===== src/design/cfg_pkg.sv =====
package cfg_pkg;

  // Core clock.
  localparam int CLK_PERIOD_NS = 20;

  // Busy low pulse: the longest allowed time, rounded down to whole cycles.
  localparam int BUSY_MAX_NS = 45;
  localparam int BUSY_CYC = (BUSY_MAX_NS / CLK_PERIOD_NS) < 1 ? 1 : BUSY_MAX_NS / CLK_PERIOD_NS;

  // Error/status low pulse: the least time, rounded up to whole cycles.
  localparam int STATUS_MIN_US = 10;
  localparam int STATUS_CYC = (STATUS_MIN_US * 1000 + CLK_PERIOD_NS - 1) / CLK_PERIOD_NS;

  // Configuration complete to user mode on the internal clock source.
  localparam int CD2UM_MIN_US = 6;
  localparam int CD2UM_CYC = (CD2UM_MIN_US * 1000 + CLK_PERIOD_NS - 1) / CLK_PERIOD_NS;

  // Configuration complete to user mode in start-up clock periods.
  localparam int USER_CLK_PERIODS = 136;

  localparam int TMR_W = 16;

  // Test-port instruction register.
  localparam int IR_W = 4;
  localparam logic [IR_W-1:0] IR_BYPASS = 4'hf;
  localparam logic [IR_W-1:0] IR_CFG_LOAD = 4'h2;
  localparam logic [IR_W-1:0] IR_SAMPLE = 4'h5;
  localparam logic [IR_W-1:0] IR_CAPTURE = 4'h1;

  localparam int BYTE_W = 8;

  typedef enum logic [3:0] {
    TAP_RESET, TAP_IDLE, TAP_SEL_DR, TAP_CAP_DR, TAP_SHIFT_DR, TAP_EX1_DR,
    TAP_PAUSE_DR, TAP_EX2_DR, TAP_UPD_DR, TAP_SEL_IR, TAP_CAP_IR, TAP_SHIFT_IR,
    TAP_EX1_IR, TAP_PAUSE_IR, TAP_EX2_IR, TAP_UPD_IR
  } tap_state_t;

  typedef enum logic [2:0] {
    LD_RESTART, LD_LOAD, LD_ERROR, LD_INIT, LD_USER
  } load_state_t;

  typedef struct packed {
    logic chip_select_n;
    logic chip_select;
    logic write_strobe_n;
    logic read_strobe_n;
    logic [BYTE_W-1:0] data;
  } ppa_pins_t;

  typedef struct packed {
    logic tck;
    logic tms;
    logic tdi;
    logic trst_n;
  } jtag_pins_t;

  typedef struct packed {
    logic config_restart_n;
    logic chain_enable_in_n;
    logic user_startup_clock;
    logic use_user_clock;
  } ctl_pins_t;

endpackage


===== src/design/cfg_image_mem.sv =====
`timescale 1ns/100ps
module cfg_image_mem #(
  parameter int DW = 8,
  parameter int AW = 4
) (
  input logic mclk,
  input logic srst,
  input logic wr_en,
  input logic [AW-1:0] wr_addr,
  input logic [DW-1:0] wr_data,
  input logic [AW-1:0] rd_addr,
  output logic [DW-1:0] rd_data
);

  logic [DW-1:0] mem [0:(1<<AW)-1];
  logic [DW-1:0] rd_d;

  always_comb
  begin
    rd_d = mem[rd_addr];
  end

  always_ff @(posedge mclk)
  begin
    if (wr_en)
    begin
      mem[wr_addr] <= wr_data;
    end
  end

  always_ff @(posedge mclk)
  begin
    if (srst)
    begin
      rd_data <= '0;
    end
    else
    begin
      rd_data <= rd_d;
    end
  end

endmodule


===== src/design/cfg_loader.sv =====
`timescale 1ns/100ps
module cfg_loader #(
  parameter int IMAGE_BYTES = 16,
  parameter int AW = 4,
  parameter int STATUS_CYC = cfg_pkg::STATUS_CYC,
  parameter int CD2UM_CYC = cfg_pkg::CD2UM_CYC,
  parameter int USER_CLK_PERIODS = cfg_pkg::USER_CLK_PERIODS
) (
  input logic mclk,
  input logic srst,
  input cfg_pkg::ppa_pins_t ppa_pins,
  input cfg_pkg::jtag_pins_t jtag_pins,
  input cfg_pkg::ctl_pins_t ctl_pins,
  output logic ready_busy_n,
  output logic data_bit_seven_out,
  output logic data_bit_seven_oe,
  output logic tdo_out,
  output logic tdo_oe,
  output logic config_complete,
  output logic config_status_n,
  output logic chain_enable_out_n,
  output logic pins_hiz,
  output logic user_mode,
  input logic [AW-1:0] image_rd_addr,
  output logic [cfg_pkg::BYTE_W-1:0] image_rd_data
);

  localparam logic [AW-1:0] LAST_IDX = AW'(IMAGE_BYTES - 1);
  localparam logic [cfg_pkg::TMR_W-1:0] STATUS_END = cfg_pkg::TMR_W'(STATUS_CYC - 1);
  localparam logic [cfg_pkg::TMR_W-1:0] CD2UM_END = cfg_pkg::TMR_W'(CD2UM_CYC - 1);
  localparam logic [cfg_pkg::TMR_W-1:0] UCLK_END = cfg_pkg::TMR_W'(USER_CLK_PERIODS - 1);
  localparam logic [1:0] BUSY_LOAD = 2'(cfg_pkg::BUSY_CYC);

  function automatic cfg_pkg::tap_state_t tap_next(input cfg_pkg::tap_state_t s,
                                                    input logic tms);
    cfg_pkg::tap_state_t n;
    n = s;
    unique case (s)
      cfg_pkg::TAP_RESET: n = tms ? cfg_pkg::TAP_RESET : cfg_pkg::TAP_IDLE;
      cfg_pkg::TAP_IDLE: n = tms ? cfg_pkg::TAP_SEL_DR : cfg_pkg::TAP_IDLE;
      cfg_pkg::TAP_SEL_DR: n = tms ? cfg_pkg::TAP_SEL_IR : cfg_pkg::TAP_CAP_DR;
      cfg_pkg::TAP_CAP_DR: n = tms ? cfg_pkg::TAP_EX1_DR : cfg_pkg::TAP_SHIFT_DR;
      cfg_pkg::TAP_SHIFT_DR: n = tms ? cfg_pkg::TAP_EX1_DR : cfg_pkg::TAP_SHIFT_DR;
      cfg_pkg::TAP_EX1_DR: n = tms ? cfg_pkg::TAP_UPD_DR : cfg_pkg::TAP_PAUSE_DR;
      cfg_pkg::TAP_PAUSE_DR: n = tms ? cfg_pkg::TAP_EX2_DR : cfg_pkg::TAP_PAUSE_DR;
      cfg_pkg::TAP_EX2_DR: n = tms ? cfg_pkg::TAP_UPD_DR : cfg_pkg::TAP_SHIFT_DR;
      cfg_pkg::TAP_UPD_DR: n = tms ? cfg_pkg::TAP_SEL_DR : cfg_pkg::TAP_IDLE;
      cfg_pkg::TAP_SEL_IR: n = tms ? cfg_pkg::TAP_RESET : cfg_pkg::TAP_CAP_IR;
      cfg_pkg::TAP_CAP_IR: n = tms ? cfg_pkg::TAP_EX1_IR : cfg_pkg::TAP_SHIFT_IR;
      cfg_pkg::TAP_SHIFT_IR: n = tms ? cfg_pkg::TAP_EX1_IR : cfg_pkg::TAP_SHIFT_IR;
      cfg_pkg::TAP_EX1_IR: n = tms ? cfg_pkg::TAP_UPD_IR : cfg_pkg::TAP_PAUSE_IR;
      cfg_pkg::TAP_PAUSE_IR: n = tms ? cfg_pkg::TAP_EX2_IR : cfg_pkg::TAP_PAUSE_IR;
      cfg_pkg::TAP_EX2_IR: n = tms ? cfg_pkg::TAP_UPD_IR : cfg_pkg::TAP_SHIFT_IR;
      cfg_pkg::TAP_UPD_IR: n = tms ? cfg_pkg::TAP_SEL_DR : cfg_pkg::TAP_IDLE;
    endcase
    return n;
  endfunction

  // Pin synchronisers; only the second stage and later are looked at.
  cfg_pkg::ppa_pins_t ppa_s1_q, ppa_s2_q;
  cfg_pkg::jtag_pins_t jt_s1_q, jt_s2_q, jt_s3_q;
  cfg_pkg::ctl_pins_t ctl_s1_q, ctl_s2_q, ctl_s3_q;
  logic ws_s3_q;

  always_ff @(posedge mclk)
  begin
    if (srst)
    begin
      ppa_s1_q <= '1;
      ppa_s2_q <= '1;
      ws_s3_q <= 1'b1;
      jt_s1_q <= '1;
      jt_s2_q <= '1;
      jt_s3_q <= '1;
      ctl_s1_q <= '0;
      ctl_s2_q <= '0;
      ctl_s3_q <= '0;
    end
    else
    begin
      ppa_s1_q <= ppa_pins;
      ppa_s2_q <= ppa_s1_q;
      ws_s3_q <= ppa_s2_q.write_strobe_n;
      jt_s1_q <= jtag_pins;
      jt_s2_q <= jt_s1_q;
      jt_s3_q <= jt_s2_q;
      ctl_s1_q <= ctl_pins;
      ctl_s2_q <= ctl_s1_q;
      ctl_s3_q <= ctl_s2_q;
    end
  end

  logic tck_rise, tck_fall, ws_rise, uclk_rise, trst_on, restart_on;
  assign tck_rise = jt_s2_q.tck & ~jt_s3_q.tck;
  assign tck_fall = ~jt_s2_q.tck & jt_s3_q.tck;
  assign ws_rise = ppa_s2_q.write_strobe_n & ~ws_s3_q;
  assign uclk_rise = ctl_s2_q.user_startup_clock & ~ctl_s3_q.user_startup_clock;
  assign trst_on = ~jt_s2_q.trst_n;
  assign restart_on = ~ctl_s2_q.config_restart_n;

  // Test-port state.
  cfg_pkg::tap_state_t tap_q, tap_d;
  logic [cfg_pkg::IR_W-1:0] ir_q, ir_d, irs_q, irs_d;
  logic [cfg_pkg::BYTE_W-1:0] dr_q, dr_d;
  logic byp_q, byp_d, tdo_q, tdo_d, toe_q, toe_d, upd_q, upd_d;
  cfg_pkg::load_state_t ld_q, ld_d;
  logic cfg_sel, scan_ok, dr_long;

  assign cfg_sel = (ir_q == cfg_pkg::IR_CFG_LOAD);
  // Boundary scan is only honoured before loading starts or in user mode.
  assign scan_ok = (ld_q == cfg_pkg::LD_USER) || (ld_q == cfg_pkg::LD_RESTART);
  assign dr_long = cfg_sel || ((ir_q == cfg_pkg::IR_SAMPLE) && scan_ok);

  always_comb
  begin
    tap_d = tap_q;
    ir_d = ir_q;
    irs_d = irs_q;
    dr_d = dr_q;
    byp_d = byp_q;
    tdo_d = tdo_q;
    toe_d = toe_q;
    upd_d = 1'b0;
    if (tck_rise)
    begin
      case (tap_q)
        cfg_pkg::TAP_RESET: ir_d = cfg_pkg::IR_BYPASS;
        cfg_pkg::TAP_CAP_IR: irs_d = cfg_pkg::IR_CAPTURE;
        cfg_pkg::TAP_SHIFT_IR: irs_d = {jt_s2_q.tdi, irs_q[cfg_pkg::IR_W-1:1]};
        cfg_pkg::TAP_UPD_IR: ir_d = irs_q;
        cfg_pkg::TAP_CAP_DR:
        begin
          dr_d = (dr_long && !cfg_sel) ? ppa_s2_q.data : '0;
          byp_d = 1'b0;
        end
        cfg_pkg::TAP_SHIFT_DR:
        begin
          dr_d = {jt_s2_q.tdi, dr_q[cfg_pkg::BYTE_W-1:1]};
          byp_d = jt_s2_q.tdi;
        end
        cfg_pkg::TAP_UPD_DR: upd_d = cfg_sel;
        default: ;
      endcase
      tap_d = tap_next(tap_q, jt_s2_q.tms);
    end
    if (tck_fall)
    begin
      toe_d = (tap_q == cfg_pkg::TAP_SHIFT_IR) || (tap_q == cfg_pkg::TAP_SHIFT_DR);
      if (tap_q == cfg_pkg::TAP_SHIFT_IR)
      begin
        tdo_d = irs_q[0];
      end
      else
      begin
        tdo_d = dr_long ? dr_q[0] : byp_q;
      end
    end
    if (trst_on)
    begin
      tap_d = cfg_pkg::TAP_RESET;
      ir_d = cfg_pkg::IR_BYPASS;
      toe_d = 1'b0;
    end
  end

  // Only the test reset touches this group; the chip reset leaves it alone.
  always_ff @(posedge mclk)
  begin
    tap_q <= tap_d;
    ir_q <= ir_d;
    irs_q <= irs_d;
    dr_q <= dr_d;
    byp_q <= byp_d;
    tdo_q <= tdo_d;
    toe_q <= toe_d;
    upd_q <= upd_d;
  end

  // Loader state.
  logic [AW-1:0] cnt_q, cnt_d;
  logic [cfg_pkg::BYTE_W-1:0] sum_q, sum_d, byte_in, sum_new;
  logic [cfg_pkg::TMR_W-1:0] tmr_q, tmr_d;
  logic [1:0] busy_q, busy_d;
  logic rb_q, rb_d, done_q, done_d, stat_q, stat_d, ceo_q, ceo_d, user_q, user_d;
  logic hiz_q, hiz_d, d7_q, d7_d, d7oe_q, d7oe_d;
  logic cs_on, take_ppa, take_jtag, take;

  assign cs_on = ~ppa_s2_q.chip_select_n & ppa_s2_q.chip_select;
  assign take_ppa = ws_rise & cs_on & ~cfg_sel & (busy_q == 2'h0);
  assign take_jtag = upd_q & cfg_sel;
  assign take = (ld_q == cfg_pkg::LD_LOAD) & ~ctl_s2_q.chain_enable_in_n
                & (take_ppa | take_jtag);
  assign byte_in = take_jtag ? dr_q : ppa_s2_q.data;
  assign sum_new = sum_q ^ byte_in;

  always_comb
  begin
    ld_d = ld_q;
    cnt_d = cnt_q;
    sum_d = sum_q;
    tmr_d = tmr_q;
    done_d = done_q;
    stat_d = stat_q;
    ceo_d = ceo_q;
    user_d = user_q;
    busy_d = (busy_q != 2'h0) ? busy_q - 2'h1 : 2'h0;
    unique case (ld_q)
      cfg_pkg::LD_RESTART:
      begin
        cnt_d = '0;
        sum_d = '0;
        tmr_d = tmr_q + 1'b1;
        if (tmr_q == STATUS_END)
        begin
          ld_d = cfg_pkg::LD_LOAD;
          stat_d = 1'b1;
          tmr_d = '0;
        end
      end
      cfg_pkg::LD_LOAD:
      begin
        if (take)
        begin
          busy_d = BUSY_LOAD;
          cnt_d = cnt_q + 1'b1;
          sum_d = sum_new;
          if (cnt_q == LAST_IDX)
          begin
            if (sum_new == '0)
            begin
              ld_d = cfg_pkg::LD_INIT;
              done_d = 1'b1;
              ceo_d = 1'b0;
            end
            else
            begin
              ld_d = cfg_pkg::LD_ERROR;
              stat_d = 1'b0;
            end
          end
        end
      end
      cfg_pkg::LD_ERROR:
      begin
        tmr_d = tmr_q + 1'b1;
        if (tmr_q == STATUS_END)
        begin
          ld_d = cfg_pkg::LD_LOAD;
          stat_d = 1'b1;
          cnt_d = '0;
          sum_d = '0;
          tmr_d = '0;
        end
      end
      cfg_pkg::LD_INIT:
      begin
        if (ctl_s2_q.use_user_clock)
        begin
          if (uclk_rise)
          begin
            tmr_d = tmr_q + 1'b1;
            if (tmr_q == UCLK_END)
            begin
              ld_d = cfg_pkg::LD_USER;
              user_d = 1'b1;
            end
          end
        end
        else
        begin
          tmr_d = tmr_q + 1'b1;
          if (tmr_q == CD2UM_END)
          begin
            ld_d = cfg_pkg::LD_USER;
            user_d = 1'b1;
          end
        end
      end
      cfg_pkg::LD_USER: ;
    endcase
    if (restart_on)
    begin
      ld_d = cfg_pkg::LD_RESTART;
      done_d = 1'b0;
      stat_d = 1'b0;
      ceo_d = 1'b1;
      user_d = 1'b0;
      tmr_d = '0;
      busy_d = 2'h0;
    end
    rb_d = (busy_d == 2'h0);
    d7oe_d = ~ppa_s2_q.read_strobe_n & (ld_q != cfg_pkg::LD_USER) & ~cfg_sel;
    d7_d = rb_q;
    hiz_d = cfg_sel & (ld_q != cfg_pkg::LD_USER);
  end

  always_ff @(posedge mclk)
  begin
    if (srst)
    begin
      ld_q <= cfg_pkg::LD_RESTART;
      cnt_q <= '0;
      sum_q <= '0;
      tmr_q <= '0;
      busy_q <= 2'h0;
      rb_q <= 1'b1;
      done_q <= 1'b0;
      stat_q <= 1'b0;
      ceo_q <= 1'b1;
      user_q <= 1'b0;
      hiz_q <= 1'b0;
      d7_q <= 1'b0;
      d7oe_q <= 1'b0;
    end
    else
    begin
      ld_q <= ld_d;
      cnt_q <= cnt_d;
      sum_q <= sum_d;
      tmr_q <= tmr_d;
      busy_q <= busy_d;
      rb_q <= rb_d;
      done_q <= done_d;
      stat_q <= stat_d;
      ceo_q <= ceo_d;
      user_q <= user_d;
      hiz_q <= hiz_d;
      d7_q <= d7_d;
      d7oe_q <= d7oe_d;
    end
  end

  cfg_image_mem #(
    .DW(cfg_pkg::BYTE_W),
    .AW(AW)
  ) u_image (
    .mclk(mclk),
    .srst(srst),
    .wr_en(take),
    .wr_addr(cnt_q),
    .wr_data(byte_in),
    .rd_addr(image_rd_addr),
    .rd_data(image_rd_data)
  );

  assign ready_busy_n = rb_q;
  assign data_bit_seven_out = d7_q;
  assign data_bit_seven_oe = d7oe_q;
  assign tdo_out = tdo_q;
  assign tdo_oe = toe_q;
  assign config_complete = done_q;
  assign config_status_n = stat_q;
  assign chain_enable_out_n = ceo_q;
  assign pins_hiz = hiz_q;
  assign user_mode = user_q;

endmodule


===== config.mk =====
export PLATFORM = sky130hd
export DESIGN_NAME = cfg_loader
export DESIGN_NICKNAME = d
export VERILOG_FILES = /design/src/design/cfg_pkg.sv /design/src/design/cfg_image_mem.sv /design/src/design/cfg_loader.sv
export SDC_FILE = /design/constraint.sdc
export NUM_CORES = 1
export LEC_CHECK = 0
export BUFFER_PORTS_ARGS = -buffer_cell sky130_fd_sc_hd__buf_4
export CAP_MARGIN = 25
export CELL_PAD_IN_SITES_DETAIL_PLACEMENT = 0
export CELL_PAD_IN_SITES_GLOBAL_PLACEMENT = 2
export CORE_ASPECT_RATIO = 1.75
export CORE_MARGIN = 8
export CORE_UTILIZATION = 47
export DETAILED_ROUTE_END_ITERATION = 12
export PLACE_DENSITY = 0.87
export SLEW_MARGIN = 40
export SYNTH_ARGS = -nofsm -noshare
export SYNTH_HDL_FRONTEND = slang
export SYNTH_SLANG_ARGS = --single-unit

===== constraint.sdc =====
create_clock -name mclk -period 5.19 [get_ports mclk]
set_input_delay 1.038 -clock mclk [delete_from_list [all_inputs] [get_ports mclk]]
set_output_delay 1.038 -clock mclk [all_outputs]
set_load 0.005 [all_outputs]

==> results of run 1 <==
cells in the mapped netlist, drive strengths merged, types with 3 or more instances:
cell and n:
and3 7, nand2 48, buf 8, dfxtp 102
a2111oi 4, o21ai 21, nand2b 6, clkbuf 27
nor4b 10, inv 18, nor4bb 4, nor2 37
nor3 4, ha 5, and4 3, nor3b 4
a211oi 5, a21oi 24, edfxtp 142, or2 37
xor2 14, o221ai 3, and2 17, xnor2 11
o22ai 8, nand4 9, mux2i 7, mux4 40
nand3 16, nor2b 23, or3 3, mux2 5
path summary, 6_finish.rpt:
path | from | to | slack [ps]
min reg2reg | ppa_s2_q[8] | data_bit_seven_oe | 400
min | ppa_s2_q[8] | data_bit_seven_oe | 400
max | ir_q[3] | u_image.mem[4][0] | 2290
max reg2reg | ir_q[3] | u_image.mem[4][0] | 2290
metal layers:
metal | global-route usage, % | vias to the layer above | part of all wire [%]
met5 | 0 | - | 0
li1 | - | 2659 | -
met3 | 2.23 | 27 | 3.2
met4 | 4.89 | 0 | 2.3
met1 | 16.1 | 2724 | 38
met2 | 30.5 | 84 | 56
cell usage in the layout, fill, tap and decap left out, types with 5 or more instances in the layout:
cell type and count:
nand3_1 16, o22ai_1 8, nor2_1 36, xnor2_1 11
clkbuf_16 24, edfxtp_1 142, ha_1 5, and3_1 7
a21oi_1 24, xor2_1 14, inv_1 17, mux2i_1 7
clkbuf_8 6, nor2b_1 23, nand2_1 47, nand4_1 9
buf_4 48, mux2_2 5, mux4_2 40, nor4b_1 7
dfxtp_1 102, nand2b_1 6, and2_1 17, o21ai_0 18
or2_2 37
power by group:
| group | internal, mW | leakage (nW) | switching, mW |
|---|---|---|---|
| clock | 1.02 | 0.387 | 0.680 |
| combinational | 0.0643 | 1.18 | 0.0612 |
| sequential | 2.06 | 1.79 | 0.0223 |
registers in the layout, indices dropped and copies added (netlist names), 8 cells and up:
signal and cells:
tmr_q 16, ppa_s2_q 12, u_image.rd_data 8, dr_q 8, ppa_s1_q 12, u_image.mem 128, sum_q 8
cells by family after synthesis:
family / share of synthesized area, %
adder cells (fa/ha/maj): 0.646
XOR/XNOR: 2.26
buffers and inverters: 2.14
AO/OA/AOI/OAI: 5.64
multiplexers: 10.6
AND/OR/NAND/NOR: 13.6
flip-flops: 65.1
final cells by class:
cell class / count / area (um2)
multi-input cells: 398 / 3180
flip-flops and latches: 244 / 6310
well taps: 248 / 310
fillers: 1654 / 9270
inverters: 18 / 67.6
clock inverters: 9 / 96.3
repair buffers: 49 / 372
clock buffers: 31 / 687
per-stage QoR:
| stage | worst slack [ps] | power (mW) | util [%] |
|---|---|---|---|
| after floorplan | 2410 | 2.21 | - |
| after global placement | 2280 | 2.25 | 50.4 |
| after detailed placement | 2190 | 2.25 | 50.4 |
| after CTS | 2180 | 3.96 | 54.3 |
| after global routing | 2060 | 4.04 | 54.3 |
| final | 2290 | 3.91 | 54.3 |
==> out/qor.txt, run 1 <==
Vias in the first global route = 5727
Pleak = 3.36 nW
TritonCTS Sinks = 244
Vias per Instance = 5.51
Die area = 0.0256 mm2
Status = completed
Post-synth EDFFs = 142
Core footprint = 0.0203 mm2
Avg Inst Size Synth = 13.9 um2
Chip Height = 206 um
H-tree Lvls = 1
Worst R2R Path Depth = 5
CTS tree = done
GRT Residual Overflow = 0
Post-synth top area share = 44.0%
Worst slew margin = 55.8%
CTS Hold Bufs = 0
Routed length per instance = 19.7 um
CP Launch Type = flop
Req. time, crit path = 5310 ps
Worst path max stage delay = 570 ps
IO buf count = 43
DR vias = 5494
TritonCTS Buffers = 23
Mapped Nets = 726
Max-slew violations = 0
Period utilization = 55.8%
Crit. End Element = flop
Synth Register Bits = 244
Final setup fails = 0
Post-placement cell count = 956
Placement Rows = 69
Layout cells sized above 1 = 23.8%
GPL Wtd Cong = 0.786
WP data arrival = 3020 ps
Detailed placer's ending HPWL = 13.7 mm
Initial Utilization = 47.8%
CTS Root Cell = clkbuf_16
Crit-path slowest cell = and2_1
Ys flop type = edfxtp_1
First-pass DRT Iterations = 4
Power Density = 355 mW/mm2
Top Family by Delay on Critical Path = simple AND/OR/NAND/NOR gates
Worst hold path depth = 1
Worst slew pin tran = 661 ps
Sum Neg Setup Slack = 0 ps
Tmin final = 2900 ps
Fin Hold WS = 399 ps
Post-route cell area = 0.0110 mm2
Largest net degree at the start of global routing = 60
Final hold violation count = 0
Ports = 44
Worst-Skew Late Latency = 500 ps
Achievable frequency = 0.345 GHz
Clk slew on worst S/H paths = 60 ps
FFs w/ async S/R, synth = 0%
Antenna violations before repair = 0
Worst Skew = 12.8 ps
Area after DPL = 0.0102 mm2
Worst-case vdd ir drop = 0.000335 V
Max Cap Viol = 0
Critical-path cell list = nor4b_2, nand2_2, a211o_1, nor3b_1, and2_1
ANT nets after route = 0
Critical setup path kind = flop to flop
Post-CTS sizing = 0
Syn-to-layout area delta = 13.8%
First-pass GRT wire length = 31.6 mm
Die X-Extent = 125 um
DRT Wirelength = 19.6 mm
Buf+Inv Stages, Crit Path = 0
Worst-path fanout max = 15
Yosys warns = 0
Max Root-Sink Buffers = 3
Drt drc = 0
Register area share after synthesis = 65.1%
Postcts setup bufs = 0
Area leader, netlist = edfxtp_1
GRT Util Overall = 15.4%
Setup repair after global routing missed its margin = false
Ant diodes = 0
Netlist Area Pre-Place = 0.00969 mm2
Finished Layout Cells = 997
Stages on worst setup path = 5
Initial DRC count = 267
Synth cell types = 60
Mapped Cells = 695
Largest cells by area after synthesis = edfxtp_1 (44%), dfxtp_1 (21%), mux4_2 (9.3%)
Hold WC Path Type = flop to flop
Nets = 765
(Power assumes the default switching activity.)
==> inputs of run 2 (changes only) <==
CORE_UTILIZATION = 40   (was 47)
PLACE_DENSITY = 0.8   (was 0.87)
clock period = 2.6 ns   (was 5.19 ns; I/O delays follow)
==> run 2 against run 1 <==
Via count is 1.4% higher. Worst setup slack worse by 2100 ps. Sequential share of layout area is 0.76 points lower. Largest power group unchanged.
==> out/qor.txt, run 2 (same netlist as run 1, synthesis figures left out) <==
Status = completed
Placement Rows = 75
Area after DPL = 0.0104 mm2
GPL Wtd Cong = 0.804
CTS tree = done
Antenna violations before repair = 0
H-tree Lvls = 1
Chip Height = 222 um
First-pass GRT wire length = 33.3 mm
TritonCTS Sinks = 244
DR vias = 5571
Buf+Inv Stages, Crit Path = 0
CP Launch Type = flop
Hold WC Path Type = primary input to flop
Post-CTS sizing = 0
ANT nets after route = 0
Number of flip-flops in the largest register = 128
Core footprint = 0.0239 mm2
Crit-path slowest cell = and2_1
Initial Utilization = 40.5%
Routed length per instance = 19.6 um
Critical setup path kind = flop to flop
Post-placement cell count = 1028
Final setup fails = 0
Clock power share = 43.7%
Initial DRC count = 307
Period utilization = 92.6%
Worst-Skew Late Latency = 520 ps
CP startpoint = busy_q[0]
Critical-path cell list = nor4b_2, nand4b_1, a211o_1, nor3b_1, and2_1
Post-route cell area = 0.0112 mm2
Max Root-Sink Buffers = 3
Worst-path fanout max = 8
Commonest cells after routing, fill and taps aside = edfxtp_1 (142), dfxtp_1 (102), buf_4 (59)
GRT Residual Overflow = 0
Die area = 0.0297 mm2
CTS Hold Bufs = 0
Leading cell type in the layout, fill and taps excluded = edfxtp_1
Drt drc = 0
Max Cap Viol = 0
Power Density = 704 mW/mm2
Detailed placer's ending HPWL = 15.3 mm
Die X-Extent = 134 um
Syn-to-layout area delta = 15.3%
Req. time, crit path = 2760 ps
R2r setup slk = 190 ps
Achievable frequency = 0.415 GHz
Worst path max stage delay = 450 ps
Worst Skew = 9.90 ps
Clk slew on worst S/H paths = 60 ps
First-pass DRT Iterations = 4
Top Family by Delay on Critical Path = simple AND/OR/NAND/NOR gates
Pleak = 3.41 nW
Combinational power share = 3.4%
Ports = 44
Max-slew violations = 0
Ant diodes = 0
Setup repair after global routing missed its margin = false
Seq pwr share = 53.0%
Largest registers = u_image.mem: 128 flops, tmr_q: 16 flops
Tmin final = 2410 ps
CTS Root Cell = clkbuf_16
WP data arrival = 2570 ps
Worst r2r src = busy_q[0]
Worst slew margin = 58.8%
Finished Layout Cells = 1070
Largest net degree at the start of global routing = 42
GRT Util Overall = 14.3%
Net load switching power = 1.58 mW
Vias in the first global route = 5944
Worst slew pin tran = 617 ps
Vias per Instance = 5.21
Largest Register = u_image.mem
Nets = 776
Postcts setup bufs = 0
Hold Path Origin = ppa_pins[1]
Switching share of power = 20.1%
Internal power = 6.28 mW
Worst-case vdd ir drop = 0.000617 V
Final hold violation count = 0
IO buf count = 43
Crit. End Element = flop
TritonCTS Buffers = 23
DRT Wirelength = 21.0 mm
Layout cells sized above 1 = 24.8%
-- run 2: stage by stage --
stage | util [%] | total power, mW | hold WS, ps | setup TNS (ps) | worst slack (ps)
finish | 46.7 | 7.86 | 187 | 0 | 192
global route | 46.7 | 8.12 | 166 | 0 | 36.2
CTS | 46.7 | 7.96 | 164 | 0 | 185
detailed placement | 43.5 | 4.52 | 392 | 0 | 200
global placement | 43.5 | 4.51 | 392 | 0 | 293
floorplan | - | 4.40 | 373 | -1030 | -32.1
-- run 2: final cells by class --
cell class	count	area, um2
clock buffers	30	636
clock inverters	12	138
fillers	2088	12800
inverters	18	67.6
multi-input cells	398	3180
flip-flops and latches	244	6310
well taps	308	385
repair buffers	60	463
-- run 2: path summary, 6_finish.rpt --
path,to,cells after the start
max,u_image.mem[5][2],5
min,ppa_s1_q[1],2
max reg2reg,u_image.mem[5][2],5
min reg2reg,jt_s2_q[0],1
-- run 2: worst register-to-register path: stages (launching register included) --
cell,delay (ps)
dfxtp_1,330
nor4b_2,280
nand4b_1,210
a211o_1,420
nor3b_1,360
and2_1,450
-- run 2: layer usage --
layer  wire length [um]  global-route usage (%)  up-vias
li1                   -                       -     2668
met1               7450                    14.1     2757
met2              11900                    27.8      109
met3                775                    2.31       37
met4                841                    6.84        0
met5                  0                       0        -
-- run 2: power by group through the flow --
stage	logic [mW]	clock network (mW)	registers, mW
after floorplan	0.186	0	4.22
after global placement	0.268	0	4.25
after detailed placement	0.274	0	4.25
after CTS	0.274	3.52	4.16
after global routing	0.294	3.66	4.17
final	0.265	3.43	4.16
==> inputs of run 3 (changes only) <==
CORE_UTILIZATION = 39   (was 40)
PLACE_DENSITY = 0.78   (was 0.8)
SYNTH_HIERARCHICAL = 1   (was not set)
==> run 3 against run 2 <==
Global-route usage shrank 0.12 points. Worst hold slack lost 14 ps. Non-clock buffer count grew 19. Combinational power grew 16%. Worst setup slack lost 100 ps. Synthesized cell count grew 3.6%. Cell count grew 4.5%. Via count grew 5.4%. Largest cell class unchanged. Sequential share of layout area shrank 0.90 points. Maximum frequency shrank 4.1%. Power shrank 2.6%. First-iteration DRC count shrank 5.9%.
==> out/qor.txt, run 3 <==
Crit. End Element = flop
First-pass DRT Iterations = 4
Post-synth top area share = 43.7%
Largest registers = u_image/mem: 128 flops, tmr_q: 16 flops
Worst slew margin = 58.6%
Fillers = 2208
Layout cells sized above 1 = 22.8%
GRT Util Overall = 14.2%
Core footprint = 0.0246 mm2
Tmin final = 2510 ps
Req. time, crit path = 3020 ps
Ant diodes = 0
Critical setup path kind = flop to flop
Worst slew pin tran = 620 ps
CP Launch Type = flop
TritonCTS Sinks = 244
Worst-Skew Late Latency = 530 ps
Worst Skew = 28.8 ps
Critical-path cell list = nor4b_4, and2_4, mux2i_1, nor2_1, or4_4, o41ai_4
CTS Hold Bufs = 0
Initial DRC count = 289
Ys flop type = edfxtp_1
Max Cap Viol = 0
Combinational power share = 4.0%
Ports = 44
Switching share of power = 20.8%
Setup repair after global routing missed its margin = true
Top Family by Delay on Critical Path = simple AND/OR/NAND/NOR gates
Register area share after synthesis = 64.7%
Post-route cell area = 0.0114 mm2
DR vias = 5870
Routed length per instance = 19.2 um
Pleak = 3.85 nW
TritonCTS Buffers = 22
Largest Register = u_image/mem
CP startpoint = ir_q[0]
Netlist Area Pre-Place = 0.00975 mm2
Vias per Instance = 5.25
Commonest cells after routing, fill and taps aside = edfxtp_1 (142), dfxtp_1 (101), buf_4 (74)
FFs w/ async S/R, synth = 0%
Synth cell types = 66
GRT Residual Overflow = 0
Initial Utilization = 39.6%
Power Density = 674 mW/mm2
CTS tree = done
Max Root-Sink Buffers = 3
Buf+Inv Stages, Crit Path = 0
Final setup fails = 0
Largest net degree at the start of global routing = 37
Nets = 818
Hold WC Path Type = primary input to flop
Avg Inst Size Synth = 13.5 um2
Die area = 0.0305 mm2
Count leader, synth = edfxtp_1
Vias in the first global route = 6138
Clock power share = 41.6%
Largest cells by area after synthesis = edfxtp_1 (44%), dfxtp_1 (21%), mux4_1 (4.0%)
Area leader, netlist = edfxtp_1
ANT nets after route = 0
Leading cell type in the layout, fill and taps excluded = edfxtp_1
H-tree Lvls = 1
Worst-case vdd ir drop = 0.000537 V
Hold Path Origin = jtag_pins[0]
Yosys warns = 6
WP data arrival = 2930 ps
GPL Wtd Cong = 0.759
Detailed placer's ending HPWL = 15.5 mm
Post-synth EDFFs = 142
Syn-to-layout area delta = 16.4%
Placement Rows = 76
Worst-path fanout max = 6
Max-slew violations = 0
Mapped Cells = 720
Worst path max stage delay = 580 ps
Antenna violations before repair = 0
Mapped Nets = 748
Drt drc = 0
IO buf count = 43
Status = completed
Internal power = 6.06 mW
Synth Register Bits = 244
Sum Neg Setup Slack = 0 ps
Final hold violation count = 0
Seq pwr share = 54.4%
Die X-Extent = 136 um
Fin Hold WS = 173 ps
Tot Pwr = 7.65 mW
Crit-path slowest cell = or4_4
CTS Root Cell = clkbuf_16
Net load switching power = 1.59 mW
Number of flip-flops in the largest register = 128
Area after DPL = 0.0106 mm2
First-pass GRT wire length = 33.4 mm
Period utilization = 96.6%
Chip Height = 225 um
DRT Wirelength = 21.5 mm
Top cells by count, synth = edfxtp_1 (142), dfxtp_1 (102), nor2_1 (48)
Achievable frequency = 0.398 GHz
Worst r2r src = ir_q[0]
Clk slew on worst S/H paths = 70 ps
## run 3: per-stage QoR
step / setup slack, ps / std cells / util (%)
after floorplan: -74.8 / 720 / -
after global placement: 143 / 1075 / 43.0
after detailed placement: 28.5 / 1075 / 43.0
after CTS: 6.47 / 1115 / 45.9
after global routing: -38.9 / 1118 / 46.1
final: 88.3 / 1118 / 46.1
## run 3: timing repair
action,4_1_cts,5_1_grt
buffers inserted,0,3
gates resized for setup,0,7
endpoints found under the hold margin,0,0
setup endpoints to repair,0,119
## run 3: logic make-up after synthesis
family / count (synthesis) / share of synthesized area (%)
mux: 59 / 9.50
simple gates: 226 / 12.6
xor+xnor: 26 / 2.34
flops: 244 / 64.7
compound gates: 114 / 8.14
buf+inv: 49 / 2.50
fa+ha+maj: 2 / 0.257
## run 3: path summary, 6_finish.rpt
check,end,slack (ps),cells after the start
worst max-delay path,ld_q[0],90,6
worst min-delay path,jt_s1_q[0],170,2
worst max register to register,ld_q[0],90,6
worst min register to register,ppa_s2_q[3],400,1
## run 3: layer usage
| layer | part of all wire, % | vias to the layer above | GRT usage, % |
|---|---|---|---|
| met3 | 3.6 | 46 | 2.03 |
| met4 | 4.4 | 0 | 7.60 |
| met1 | 35 | 2886 | 13.4 |
| met2 | 57 | 118 | 28.1 |
| met5 | 0 | - | 0 |
| li1 | - | 2820 | - |
## run 3: layout make-up
| class | count | area [um2] | share of cell area [%] |
|---|---|---|---|
| Sequential cell | 244 | 6310 | 55.6 |
| Multi-Input combinational cell | 427 | 3250 | 28.7 |
| Clock inverter | 9 | 86.3 | 0.760 |
| Tap cell | 312 | 390 | 3.44 |
| Timing Repair Buffer | 79 | 629 | 5.54 |
| Inverter | 16 | 60.1 | 0.529 |
| Clock buffer | 31 | 627 | 5.52 |
## run 3: worst reg2reg max path: cells and delay by family (launching register included)
| family | cells | cell delay [ps] |
|---|---|---|
| DFF | 1 | 350 |
| AOI/OAI and AO/OA | 1 | 340 |
| and+or+nand+nor | 4 | 1390 |
| muxes | 1 | 330 |
## run 3: power by group through the flow
stage / Clock, mW / Sequential [mW] / Combinational (mW)
6_report: 3.18 / 4.17 / 0.307
3_5_place_dp: 0 / 4.25 / 0.313
2_1_floorplan: 0 / 4.22 / 0.217
3_3_place_gp: 0 / 4.25 / 0.307
4_1_cts: 3.26 / 4.17 / 0.315
5_1_grt: 3.39 / 4.17 / 0.337
